**config.mk**
```make
export PLATFORM = sky130hd
export DESIGN_NAME = param_command_access_control
export DESIGN_NICKNAME = d
export VERILOG_FILES = /design/src/verilog/param_cmd_pkg.sv /design/src/verilog/param_command_access_control.sv
export SDC_FILE = /design/constraint.sdc
export NUM_CORES = 1
export LEC_CHECK = 0
export ABC_CLOCK_PERIOD_IN_PS = 5740
export BUFFER_PORTS_ARGS = -buffer_cell sky130_fd_sc_hd__buf_4
export CAP_MARGIN = 40
export CORE_MARGIN = 4
export CORE_UTILIZATION = 62
export DETAILED_ROUTE_END_ITERATION = 10
export GPL_TIMING_DRIVEN = 0
export PLACE_DENSITY_LB_ADDON = 0.15
export SKIP_LAST_GASP = 1
export SLEW_MARGIN = 25
export SYNTH_ARGS = -nofsm -noshare
export SYNTH_HDL_FRONTEND = slang
export SYNTH_SLANG_ARGS = --single-unit
```
**constraint.sdc**
```tcl
create_clock -name pclk -period 5.74 [get_ports pclk]
set_input_delay 0.861 -clock pclk [delete_from_list [all_inputs] [get_ports pclk]]
set_output_delay 0.861 -clock pclk [all_outputs]
set_load 0.02 [all_outputs]
```
**src/verilog/param_cmd_pkg.sv**
```systemverilog
// Package for the parameter command interpreter and access-control block.
// Assumes a single 100 MHz control clock and an APB register port.
package param_cmd_pkg;

  // ************************************************************
  // Register map, byte addresses on the APB port.
  // ************************************************************
  localparam logic [7:0] off_command_entry_param = 8'h00; // Command entry parameter.
  localparam logic [7:0] off_reset_request = 8'h04; // Writing the reset code starts a drive reset.
  localparam logic [7:0] off_security_level = 8'h08; // User security level 0 to 5.
  localparam logic [7:0] off_security_code = 8'h0c; // User security code.
  localparam logic [7:0] off_unlock_code = 8'h10; // Code offered to unlock editing.
  localparam logic [7:0] off_operating_mode = 8'h14; // Operating mode selection.
  localparam logic [7:0] off_status = 8'h18; // Read-only block state.
  localparam logic [7:0] off_access = 8'h1c; // Read-only access rights.

  // ************************************************************
  // Command codes.
  // ************************************************************
  localparam logic [31:0] cmd_no_action = 32'h0000_0000; // No action, cancels display filters.
  localparam logic [31:0] cmd_save = 32'h0000_03e8; // 1000: save parameters.
  localparam logic [31:0] cmd_save_uv = 32'h0000_03e9; // 1001: save while in undervoltage.
  localparam logic [31:0] cmd_defaults_50 = 32'h0000_04d1; // 1233: restore 50 Hz defaults.
  localparam logic [31:0] cmd_defaults_60 = 32'h0000_04dc; // 1244: restore 60 Hz defaults.
  localparam logic [31:0] cmd_mode_50 = 32'h0000_04e5; // 1253: mode defaults, 50 Hz supply.
  localparam logic [31:0] cmd_mode_60 = 32'h0000_04e6; // 1254: mode defaults, 60 Hz supply.
  localparam logic [31:0] cmd_show_nondefault = 32'h0000_2ee0; // 12000: show non-default only.
  localparam logic [31:0] cmd_show_destinations = 32'h0000_2ee1; // 12001: show destinations only.
  localparam logic [31:0] reset_request_code = 32'h0000_0064; // 100: drive reset request.

  // ************************************************************
  // Security levels, operating modes and reset values.
  // ************************************************************
  localparam logic [2:0] level_menu0 = 3'h0; // Menu 0 only, editable.
  localparam logic [2:0] level_all_menus = 3'h1; // All menus, editable.
  localparam logic [2:0] level_ro_menu0 = 3'h2; // Menu 0 only, read-only.
  localparam logic [2:0] level_read_only = 3'h3; // All menus, read-only.
  localparam logic [2:0] level_status_only = 3'h4; // Keypad held in status mode.
  localparam logic [2:0] level_no_access = 3'h5; // Status mode and no comms access.
  localparam logic [1:0] mode_open_loop = 2'h1; // Open-loop.
  localparam logic [1:0] mode_rfc_a = 2'h2; // RFC-A.
  localparam logic [1:0] mode_rfc_s = 2'h3; // RFC-S.
  localparam logic [2:0] level_reset = 3'h0; // Menu 0 with security open.
  localparam logic [1:0] mode_reset = 2'h1; // Open-loop after reset.
  localparam logic [30:0] code_reset = 31'h0000_0000; // Zero means no code.

  // ************************************************************
  // Pin inputs, index into the synchroniser vector.
  // ************************************************************
  localparam int pin_count = 5; // Number of asynchronous pins.
  localparam int pin_reset_button = 0; // Red reset button, active high.
  localparam int pin_reset_input = 1; // Reset digital input, any toggle resets.
  localparam int pin_undervoltage = 2; // Undervoltage on low-voltage supply.
  localparam int pin_drive_enabled = 3; // Drive enabled.
  localparam int pin_menu0_enter = 4; // Enter key leaving Menu 0 edit mode.

  // ************************************************************
  // Packed carriers.
  // ************************************************************
  typedef struct packed {
    logic menu0_visible; // Menu 0 may be viewed.
    logic adv_visible; // Advanced menus may be viewed.
    logic menu0_writable; // Menu 0 may be edited.
    logic adv_writable; // Advanced menus may be edited.
    logic status_only; // Keypad held in status mode.
    logic comms_allowed; // Comms and fieldbus may reach parameters.
  } access_s;

  typedef struct packed {
    logic drive_reset; // Drive reset executed this cycle.
    logic nv_save_all; // Store all parameters to nonvolatile memory.
    logic nv_store_param; // Store the edited Menu 0 parameter.
    logic load_50hz; // Load 50 Hz defaults.
    logic load_60hz; // Load 60 Hz defaults.
    logic load_mode; // Load defaults of the new operating mode.
    logic menu0_return; // Display returns to Menu 0.
    logic edit_granted; // Unlock matched, enter edit mode.
    logic bad_code; // Unlock failed, show incorrect-code message.
  } event_s;

endpackage

```
**src/verilog/param_command_access_control.sv**
```systemverilog
// Parameter command interpreter and access control with an APB register port.
// Assumes pins are asynchronous and the parameter store acts on the event pulses.
//
// The implementer's own choices: the APB slave port and the register addresses.
`timescale 1ns/1ns

module param_command_access_control (
  input wire logic pclk,
  input wire logic presetn,
  input wire logic psel,
  input wire logic penable,
  input wire logic pwrite,
  input wire logic [7:0] paddr,
  input wire logic [31:0] pwdata,
  output logic [31:0] prdata,
  output logic pready,
  output logic pslverr,
  input wire logic reset_button,
  input wire logic reset_input,
  input wire logic undervoltage,
  input wire logic drive_enabled,
  input wire logic menu0_enter,
  output param_cmd_pkg::access_s access,
  output param_cmd_pkg::event_s events,
  output logic show_nondefault,
  output logic show_destinations
);

  // ************************************************************
  // State of the block.
  // ************************************************************
  typedef struct packed {
    logic [param_cmd_pkg::pin_count-1:0] sync_a; // First synchroniser stage.
    logic [param_cmd_pkg::pin_count-1:0] sync_b; // Second synchroniser stage.
    logic [param_cmd_pkg::pin_count-1:0] pin_prev; // Previous synchronised pin levels.
    logic [31:0] command; // Command entry parameter.
    logic [2:0] level; // User security level.
    logic [30:0] code; // User security code.
    logic code_active; // Code has been activated by a reset.
    logic unlocked; // Correct code offered since activation.
    logic [1:0] op_mode; // Selected operating mode.
    logic [1:0] loaded_mode; // Mode whose defaults are loaded.
    logic filt_nd; // Non-default filter on.
    logic filt_dst; // Destination filter on.
    logic reset_pending; // Drive reset requested through the port.
    param_cmd_pkg::access_s access; // Registered access rights.
    param_cmd_pkg::event_s events; // Registered event pulses.
    logic [31:0] prdata; // Registered read data.
    logic pready; // Registered ready.
    logic pslverr; // Registered error.
  } state_s;

  state_s r; // Current state.
  state_s next_r; // Next state.

  logic [param_cmd_pkg::pin_count-1:0] pin; // Synchronised pin levels.
  logic [param_cmd_pkg::pin_count-1:0] pin_rise; // Rising edges of pins.
  logic apb_done; // Access phase completes at this edge.
  logic apb_wr; // Write takes effect at this edge.
  logic locked; // Code active and not unlocked.
  logic do_reset; // Drive reset happens this cycle.
  logic mapped; // Address hits a register.
  logic [31:0] rd_word; // Read data for the current address.

  // ************************************************************
  // Decode helpers.
  // ************************************************************

  // Only the second synchroniser stage and later flops are read here.
  // The first stage may go metastable, so no logic reads it.
  assign pin = r.sync_b;
  assign pin_rise = r.sync_b & ~r.pin_prev;

  // Ready is registered, so a transfer completes on the second access cycle.
  // Setup cycles must keep penable low, or ready would repeat.
  assign apb_done = psel && penable && r.pready;
  assign apb_wr = apb_done && pwrite && !r.pslverr;

  // A locked code blocks command, code and mode writes until unlocked.
  assign locked = r.code_active && !r.unlocked;

  // A drive reset comes from the button, any toggle of the reset input, or the port.
  // Comparing settled levels lets either edge of the input count.
  assign do_reset = pin_rise[param_cmd_pkg::pin_reset_button] ||
    (pin[param_cmd_pkg::pin_reset_input] != r.pin_prev[param_cmd_pkg::pin_reset_input]) ||
    r.reset_pending;

  // Address decode and read mux; the code reads as zero once activated.
  always_comb begin
    mapped = 1'b1;
    rd_word = 32'h0000_0000;
    unique case (paddr)
      param_cmd_pkg::off_command_entry_param: begin
        rd_word = r.command;
      end
      param_cmd_pkg::off_reset_request: begin
        rd_word = 32'h0000_0000;
      end
      param_cmd_pkg::off_security_level: begin
        rd_word = {29'h0000_0000, r.level};
      end
      param_cmd_pkg::off_security_code: begin
        // Hiding the code keeps it from being read back over comms.
        rd_word = r.code_active ? 32'h0000_0000 : {1'b0, r.code};
      end
      param_cmd_pkg::off_unlock_code: begin
        rd_word = 32'h0000_0000;
      end
      param_cmd_pkg::off_operating_mode: begin
        rd_word = {30'h0000_0000, r.op_mode};
      end
      param_cmd_pkg::off_status: begin
        rd_word = {22'h00_0000, pin[param_cmd_pkg::pin_drive_enabled], pin[param_cmd_pkg::pin_undervoltage],
          r.loaded_mode, r.filt_dst, r.filt_nd, locked, r.unlocked, r.code_active, r.reset_pending};
      end
      param_cmd_pkg::off_access: begin
        rd_word = {26'h000_0000, r.access};
      end
      default: begin
        // Unmapped addresses answer with an error and zero data.
        mapped = 1'b0;
      end
    endcase
  end

  // ************************************************************
  // Next-state logic.
  // ************************************************************
  always_comb begin
    next_r = r;

    // Synchronisers and edge history.
    next_r.sync_a = {menu0_enter, drive_enabled, undervoltage, reset_input, reset_button};
    next_r.sync_b = r.sync_a;
    next_r.pin_prev = r.sync_b;

    // Event outputs are one-cycle pulses by default.
    // The parameter store must act on a pulse in its one cycle.
    next_r.events = '0;

    // APB answer: ready rises one cycle into the access phase, then drops.
    next_r.pready = 1'b0;
    next_r.pslverr = 1'b0;
    if (psel && penable && !r.pready) begin
      next_r.pready = 1'b1;
      next_r.pslverr = !mapped;
      next_r.prdata = pwrite ? 32'h0000_0000 : rd_word;
    end

    // Enter leaving Menu 0 edit mode stores just that parameter.
    // Advanced menu edits raise no store here; only a save command keeps them.
    if (pin_rise[param_cmd_pkg::pin_menu0_enter]) begin
      next_r.events.nv_store_param = 1'b1;
    end

    // A drive reset consumes the request and the command and relocks editing.
    // Clearing before the writes lets a write in the same cycle win.
    if (do_reset) begin
      next_r.reset_pending = 1'b0;
      next_r.command = param_cmd_pkg::cmd_no_action;
      next_r.unlocked = 1'b0;
    end

    // Register writes.
    if (apb_wr) begin
      unique case (paddr)
        param_cmd_pkg::off_command_entry_param: begin
          if (!locked) begin
            next_r.command = pwdata;
            // Display filters act at once and need no reset.
            if (pwdata == param_cmd_pkg::cmd_show_nondefault) begin
              next_r.filt_nd = 1'b1;
              next_r.filt_dst = 1'b0;
            end else if (pwdata == param_cmd_pkg::cmd_show_destinations) begin
              next_r.filt_dst = 1'b1;
              next_r.filt_nd = 1'b0;
            end else if (pwdata == param_cmd_pkg::cmd_no_action) begin
              next_r.filt_nd = 1'b0;
              next_r.filt_dst = 1'b0;
            end
          end
        end
        param_cmd_pkg::off_reset_request: begin
          if (pwdata == param_cmd_pkg::reset_request_code) begin
            next_r.reset_pending = 1'b1;
          end
        end
        param_cmd_pkg::off_security_level: begin
          // The level stays changeable while a code is locked; higher values are ignored.
          // This is the keypad path that must work while locked.
          if (pwdata <= {29'h0000_0000, param_cmd_pkg::level_no_access}) begin
            next_r.level = pwdata[2:0];
          end
        end
        param_cmd_pkg::off_security_code: begin
          if (!locked) begin
            if (pwdata == 32'h0000_0000) begin
              // Zero after unlock removes security for good.
              next_r.code = param_cmd_pkg::code_reset;
              next_r.code_active = 1'b0;
              next_r.unlocked = 1'b0;
            end else if (!pwdata[31]) begin
              // Codes with the top bit set lie outside the legal range.
              next_r.code = pwdata[30:0];
            end
          end
        end
        param_cmd_pkg::off_unlock_code: begin
          if (locked) begin
            // Only a locked block checks the offer; otherwise no pulse.
            if (pwdata == {1'b0, r.code}) begin
              next_r.unlocked = 1'b1;
              next_r.events.edit_granted = 1'b1;
            end else begin
              next_r.events.bad_code = 1'b1;
            end
          end
        end
        param_cmd_pkg::off_operating_mode: begin
          // Only the three mode codes are accepted.
          if (!locked && (pwdata[31:2] == 30'h0000_0000) && (pwdata[1:0] != 2'h0)) begin
            next_r.op_mode = pwdata[1:0];
          end
        end
        default: begin
          // Read-only and unmapped addresses store nothing.
        end
      endcase
    end

    // ************************************************************
    // Drive reset actions.
    // ************************************************************

    // Drive reset executes the pending command held from before this edge.
    if (do_reset) begin
      next_r.events.drive_reset = 1'b1;
      // Security: a set code becomes active and the display goes to Menu 0.
      if (r.code != param_cmd_pkg::code_reset) begin
        next_r.code_active = 1'b1;
        next_r.events.menu0_return = 1'b1;
      end
      unique case (r.command)
        param_cmd_pkg::cmd_save: begin
          // In undervoltage the plain save code does nothing.
          next_r.events.nv_save_all = !pin[param_cmd_pkg::pin_undervoltage];
        end
        param_cmd_pkg::cmd_save_uv: begin
          // Outside undervoltage the alternate code saves nothing.
          next_r.events.nv_save_all = pin[param_cmd_pkg::pin_undervoltage];
        end
        param_cmd_pkg::cmd_defaults_50, param_cmd_pkg::cmd_defaults_60: begin
          // Defaults are refused while the drive is enabled; level and code are kept.
          if (!pin[param_cmd_pkg::pin_drive_enabled]) begin
            // The two load flags are exclusive, as the codes differ.
            next_r.events.load_50hz = (r.command == param_cmd_pkg::cmd_defaults_50);
            next_r.events.load_60hz = (r.command == param_cmd_pkg::cmd_defaults_60);
            next_r.events.nv_save_all = 1'b1;
          end
        end
        param_cmd_pkg::cmd_mode_50, param_cmd_pkg::cmd_mode_60: begin
          // Mode defaults load only when the mode selection differs from the loaded one.
          // Loading again for the same selection would wipe settings for nothing.
          if (!pin[param_cmd_pkg::pin_drive_enabled] && (r.op_mode != r.loaded_mode)) begin
            next_r.events.load_mode = 1'b1;
            next_r.events.load_50hz = (r.command == param_cmd_pkg::cmd_mode_50);
            next_r.events.load_60hz = (r.command == param_cmd_pkg::cmd_mode_60);
            next_r.loaded_mode = r.op_mode;
          end
        end
        default: begin
          // Other codes have no reset action.
        end
      endcase
    end

    // Access rights from the level and the lock, registered for the outputs.
    // Registering costs a cycle of lag but keeps the rights glitch free.
    next_r.access = '0;
    next_r.access.comms_allowed = 1'b1;
    unique case (r.level)
      param_cmd_pkg::level_menu0: begin
        next_r.access.menu0_visible = 1'b1;
        next_r.access.menu0_writable = !locked;
      end
      param_cmd_pkg::level_all_menus: begin
        next_r.access.menu0_visible = 1'b1;
        next_r.access.adv_visible = 1'b1;
        next_r.access.menu0_writable = !locked;
        next_r.access.adv_writable = !locked;
      end
      param_cmd_pkg::level_ro_menu0: begin
        next_r.access.menu0_visible = 1'b1;
      end
      param_cmd_pkg::level_read_only: begin
        next_r.access.menu0_visible = 1'b1;
        next_r.access.adv_visible = 1'b1;
      end
      param_cmd_pkg::level_status_only: begin
        next_r.access.status_only = 1'b1;
      end
      param_cmd_pkg::level_no_access: begin
        next_r.access.status_only = 1'b1;
        next_r.access.comms_allowed = 1'b0;
      end
      default: begin
        // Codes 6 and 7 cannot be written; treat them as no access to be safe.
        next_r.access.status_only = 1'b1;
        next_r.access.comms_allowed = 1'b0;
      end
    endcase
  end

  // ************************************************************
  // State register.
  // ************************************************************

  // Reset gives Menu 0 access, security open, no code and no filters.
  // Only constants load in reset, so the reset path holds no logic.
  always_ff @(posedge pclk or negedge presetn) begin
    if (!presetn) begin
      r <= '0;
      r.level <= param_cmd_pkg::level_reset;
      r.code <= param_cmd_pkg::code_reset;
      r.op_mode <= param_cmd_pkg::mode_reset;
      r.loaded_mode <= param_cmd_pkg::mode_reset;
      r.access.menu0_visible <= 1'b1;
      r.access.menu0_writable <= 1'b1;
      r.access.comms_allowed <= 1'b1;
    end else begin
      r <= next_r;
    end
  end

  // ************************************************************
  // Outputs, all straight from the state register.
  // ************************************************************
  // Each output settles one cycle after the next-state logic decides it.
  assign prdata = r.prdata;
  assign pready = r.pready;
  assign pslverr = r.pslverr;
  assign access = r.access;
  assign events = r.events;
  assign show_nondefault = r.filt_nd;
  assign show_destinations = r.filt_dst;

endmodule

```
### Word level (Yosys, flattened, before mapping)

Cells that the tools add are included.
W data, S select, Z words.

| word-level totals | value |
|---|---|
| register bits after elaboration | 139 |
| bits of input ports | 50 |
| output and inout port bits | 51 |

| cells by class | value |
|---|---|
| $lt $le $gt $ge | 1 |
| eq/ne operators | 24 |
| muxes and demuxes | 52 |
| bitwise operators | 3 |
| reductions and logical operators | 37 |

Operators with widths:

| operator | number |
|---|---|
| $pmux W32 S6 | 1 |
| $mux W32 | 5 |
| $eq A32 B11 Y1 const B | 4 |
| $mux W31 | 3 |
| $mux W70 | 1 |
| $eq A32 B10 Y1 const B | 2 |
| $eq A32 B14 Y1 const B | 2 |
| $mux W33 | 1 |
| $eq A32 B31 Y1 | 1 |
| $eq A32 B7 Y1 const B | 1 |
| $eq A8 B5 Y1 const B | 4 |
| $le A32 B3 Y1 const B | 1 |
| $logic_not A32 Y1 | 1 |
| $reduce_bool A31 Y1 | 1 |
| $logic_not A30 Y1 | 1 |
| $mux W2 | 12 |
| $mux W1 | 22 |
| $eq A8 B4 Y1 const B | 2 |
| $logic_and A1 B1 Y1 | 9 |
| $mux W3 | 3 |
| $reduce_and A3 Y1 | 3 |
| $eq A8 B3 Y1 const B | 1 |
| $logic_not A8 Y1 | 1 |
| $reduce_and A4 Y1 | 2 |
| 22 further kinds | 33 |

### Logic depth before layout (Yosys ltp)

| logic depth | value |
|---|---|
| depth in word-level cells | 11 |
| depth in mapped cells | 7 |

### Worst setup path before layout

No wires, ideal clock.

| timing path | value |
|---|---|
| kind | input to register |
| start point | in pwdata[20] |
| end point | reg r[91] in the netlist's numbering |
| library setup time | 0.128 ns |
| arrival time | 2.308 ns |
| data required time | 5.612 ns |
| slack | 3.305 ns |
| cell stages on the path | 5 |
| path through | or4_1 nor2_2 nand4_4 nor3_4 mux2_1 |

| between the ends | value |
|---|---|
| cells in the longest elaborated chain, start to end | 2 |

Ends and longest elaborated chain:

| what | RTL line | RTL |
|---|---|---|
| from (decl) | param_command_access_control.sv:14 | `input wire logic [31:0] pwdata,` |
| $le A32 B3 Y1 | param_command_access_control.sv:191 | `if (pwdata <= {29'h0000_0000, param_cmd_pkg::level_no_access}) begin` |
| $reduce_and A3 Y1 (no source line) | - |  |
| to (signal assigned) | param_command_access_control.sv:331 | `r <= next_r;` |
| to (decl) | param_command_access_control.sv:53 | `state_s r;` |

Every way passes these cells.
A chain may end at the register's enable or synchronous reset.

### Final worst setup path

| timing path | value |
|---|---|
| start point | in psel |
| end point | reg r, in the netlist prdata[13] |

| between the ends | value |
|---|---|
| cells in the longest elaborated chain, start to end | 2 |

Ends and longest elaborated chain:

| what | RTL line | RTL |
|---|---|---|
| from (decl) | param_command_access_control.sv:10 | `input wire logic psel,` |
| $logic_and A1 B1 Y1 (2 in series) | param_command_access_control.sv:144 | `if (psel && penable && !r.pready) begin` |

Every way passes these cells.

==> qor.txt <==
DRT iter0 DRCs: 668
Setup TNS: 0 ns
Outcome: complete, no violations
Worst Max-Slew Pin Slew: 0.821 ns
Fmax: 0.394 GHz
Startpoint types: input pin
Hold crit path type: in2async
Max-cap violations: 0
Vias in the first global route: 5747
Clock power share: 47.7%
# IOs: 101
Worst slew margin: 44.9%
Min cycle time layout: 2.54 ns
Cell internal pwr: 1.66 mW
Hpwl dp: 13.9 mm
CTS tree: done
First-pass GRT wire length: 30.7 mm
Core area: 10400 um^2
Most frequent cells in the layout: buf_4, dfrtp_1, nand2_1
Finished Cell Area: 8220 um^2
N_diodes: 0
Crit path required time: 6.17 ns
DRC: 0
Critical-path maximum fanout: 10
Max Buffers Root-to-Sink: 2
Register area share after synthesis: 51.1%
CP most frequent cell: buf_2
Die W: 112 um
Clock-pin slew of the registers on the worst-case setup and hold paths: 0.06 ns
Critical path cell sequence: buf_4 > nand2_1 > or2_2 > buf_2 > nor2_1 > o2111ai_1 > buf_2 > clkbuf_1 > o21ai_0
Fin. max-slew vios: 0
Die area: 12600 um^2
Final hold vios: 0
Yosys reg bits: 137
Peak VDD IR: 0.000286 V
Final setup viols: 0
Die height: 112 um
Antenna violations before repair: 0
Final net count: 822
WL/cell: 21.0 um
Clock latency on the worst-skew pair: 0.53 ns
Layout cells sized above 1: 31.1%
Total wire length: 19.3 mm
Sw Ratio: 22.9%
Synth warnings: 0
Largest net degree at the start of global routing: 90
TritonCTS Buffers: 17
Count of cell types in the netlist: 57
Post-CTS Resized: 0
Post CTS Setup Buffer Count: 0
Power share of the combinational group: 6.6%
Root Driver: clkbuf_8
Cts hold-fix bufs: 0
Max stage delay on crit path: 0.36 ns
PD cells: 262 nW/um^2
Most common cell after layout, fill and taps aside: buf_4
Post-synth EDFFs: 0
Initial core utilization: 64.5%
Primary FF master, synth: dfrtp_1
H-tree levels: 4
Buf/Inv on CP: 4
Gr usage total: 31.7%
Dpl cell area: 7660 um^2
Grt total ovfl: 0
CP Capture Type: flop
Synthesis-to-layout area growth: 22.4%
Period utilisation layout: 44.3%
Netlist area before placement: 6720 um^2
Avg Inst Size Synth: 10.3 um^2
Port bufs: 98
Post-synthesis async set-or-reset flop share: 100%
1st-pass router iterations: 6
Kind of critical path: in2reg
P_leak: 3.95 nW
Routed Antenna Nets: 0
CP max stage cell: nor2_1
Critical path data arrival time: 2.97 ns
Standard-cell rows: 37
Vias: 5657
Vias per std cell: 6.14
RePlAce Congestion: 0.931
Flop pwr share: 45.6%
RSZ-0062 raised after global routing: no
Clock Sinks: 137
Syn Inst Count: 653
Switching power: 0.493 mW
Clock skew: 0.00712 ns
Top delay family on crit path: buffers and inverters
Mapped Nets: 703
-- cell type report --
cell class | count | area (um^2)
flip-flops and latches | 137 | 3430
multi-input cells | 424 | 2730
fillers | 691 | 2190
repair buffers | 100 | 776
plain buffers | 81 | 508
clock buffers | 24 | 490
well taps | 136 | 170
clock inverters | 8 | 67.6
inverters | 11 | 41.3
-- synthesized netlist by cell type, drive strengths merged (7+ instances only) --
master / number / area (um^2)
a222oi: 7 / 70.1
a22oi: 23 / 173
buf: 63 / 440
clkbuf: 18 / 67.6
dfrtp: 132 / 3300
inv: 11 / 41.3
mux2: 37 / 417
nand2: 107 / 404
nand3: 37 / 185
nand4: 18 / 128
nor2: 17 / 66.3
nor3: 20 / 133
nor4: 22 / 183
o21ai: 42 / 210
or4: 7 / 60.1
xnor2: 26 / 228
xor2: 9 / 78.8
-- metal layers --
layer | vias to the layer above | GRT usage, % | part of all wire, % | routed length [um]
li1 | 2523 | - | - | -
met1 | 2792 | 42.7 | 40 | 7730
met2 | 295 | 49.3 | 48 | 9270
met3 | 47 | 9.00 | 9.1 | 1750
met4 | 0 | 11.7 | 2.9 | 562
met5 | - | 0 | 0 | 0
-- state kept, by name, indices dropped and copies added, names as in the netlist --
name and cells:
pin 5, pready 1, prdata 32, next_r 5, show_nondefault 1, access 6
events 9, show_destinations 1, pslverr 1, r 76
-- logic make-up (layout without fill, tap and decap cells) --
group	count (synthesis)	after routing	synth area share (%)
compound gates	96	96	9.37
xor+xnor	35	35	4.56
buf+inv	92	224	8.18
flops	137	137	51.1
mux	37	37	6.20
simple gates	256	256	20.6
-- power by group through the flow --
stage | combinational, mW | clock (mW) | sequential [mW]
after floorplan | 0.0522 | 0 | 0.997
after global placement | 0.136 | 0 | 0.997
after detailed placement | 0.141 | 0 | 0.998
after CTS | 0.142 | 1.03 | 0.981
after global routing | 0.154 | 1.08 | 0.981
final | 0.143 | 1.03 | 0.981
-- path summary, 6_finish.rpt --
kind,startpoint,endpoint,slack (ns),cells past startpoint
max in group asynchronous,presetn,prdata[23]$_DFFE_PN0P_,4.76,2
worst min register to register,next_r[132]$_DFF_PN0_,pin[3]$_DFF_PN0_,0.35,0
worst max-delay path,psel,prdata[13]$_DFFE_PN0P_,3.20,9
worst min-delay path,presetn,pin[4]$_DFF_PN0_,0.22,1
worst max register to register,r[120]$_DFF_PN0_,r[53]$_DFFE_PN0P_,3.21,5
min in group pclk,next_r[132]$_DFF_PN0_,pin[3]$_DFF_PN0_,0.35,0
-- stage by stage --
stage | power, mW | util (%) | hold slack [ns] | instances | worst slack [ns]
after floorplan | 1.05 | - | 0.331 | 653 | 3.30
after global placement | 1.13 | 73.2 | 0.332 | 887 | 2.65
after detailed placement | 1.14 | 73.6 | 0.339 | 889 | 2.78
after CTS | 2.15 | 78.9 | 0.224 | 921 | 3.27
after global routing | 2.22 | 78.9 | 0.244 | 921 | 3.00
final | 2.15 | 78.9 | 0.220 | 921 | 3.20
Power figures use the tool's default switching activity.
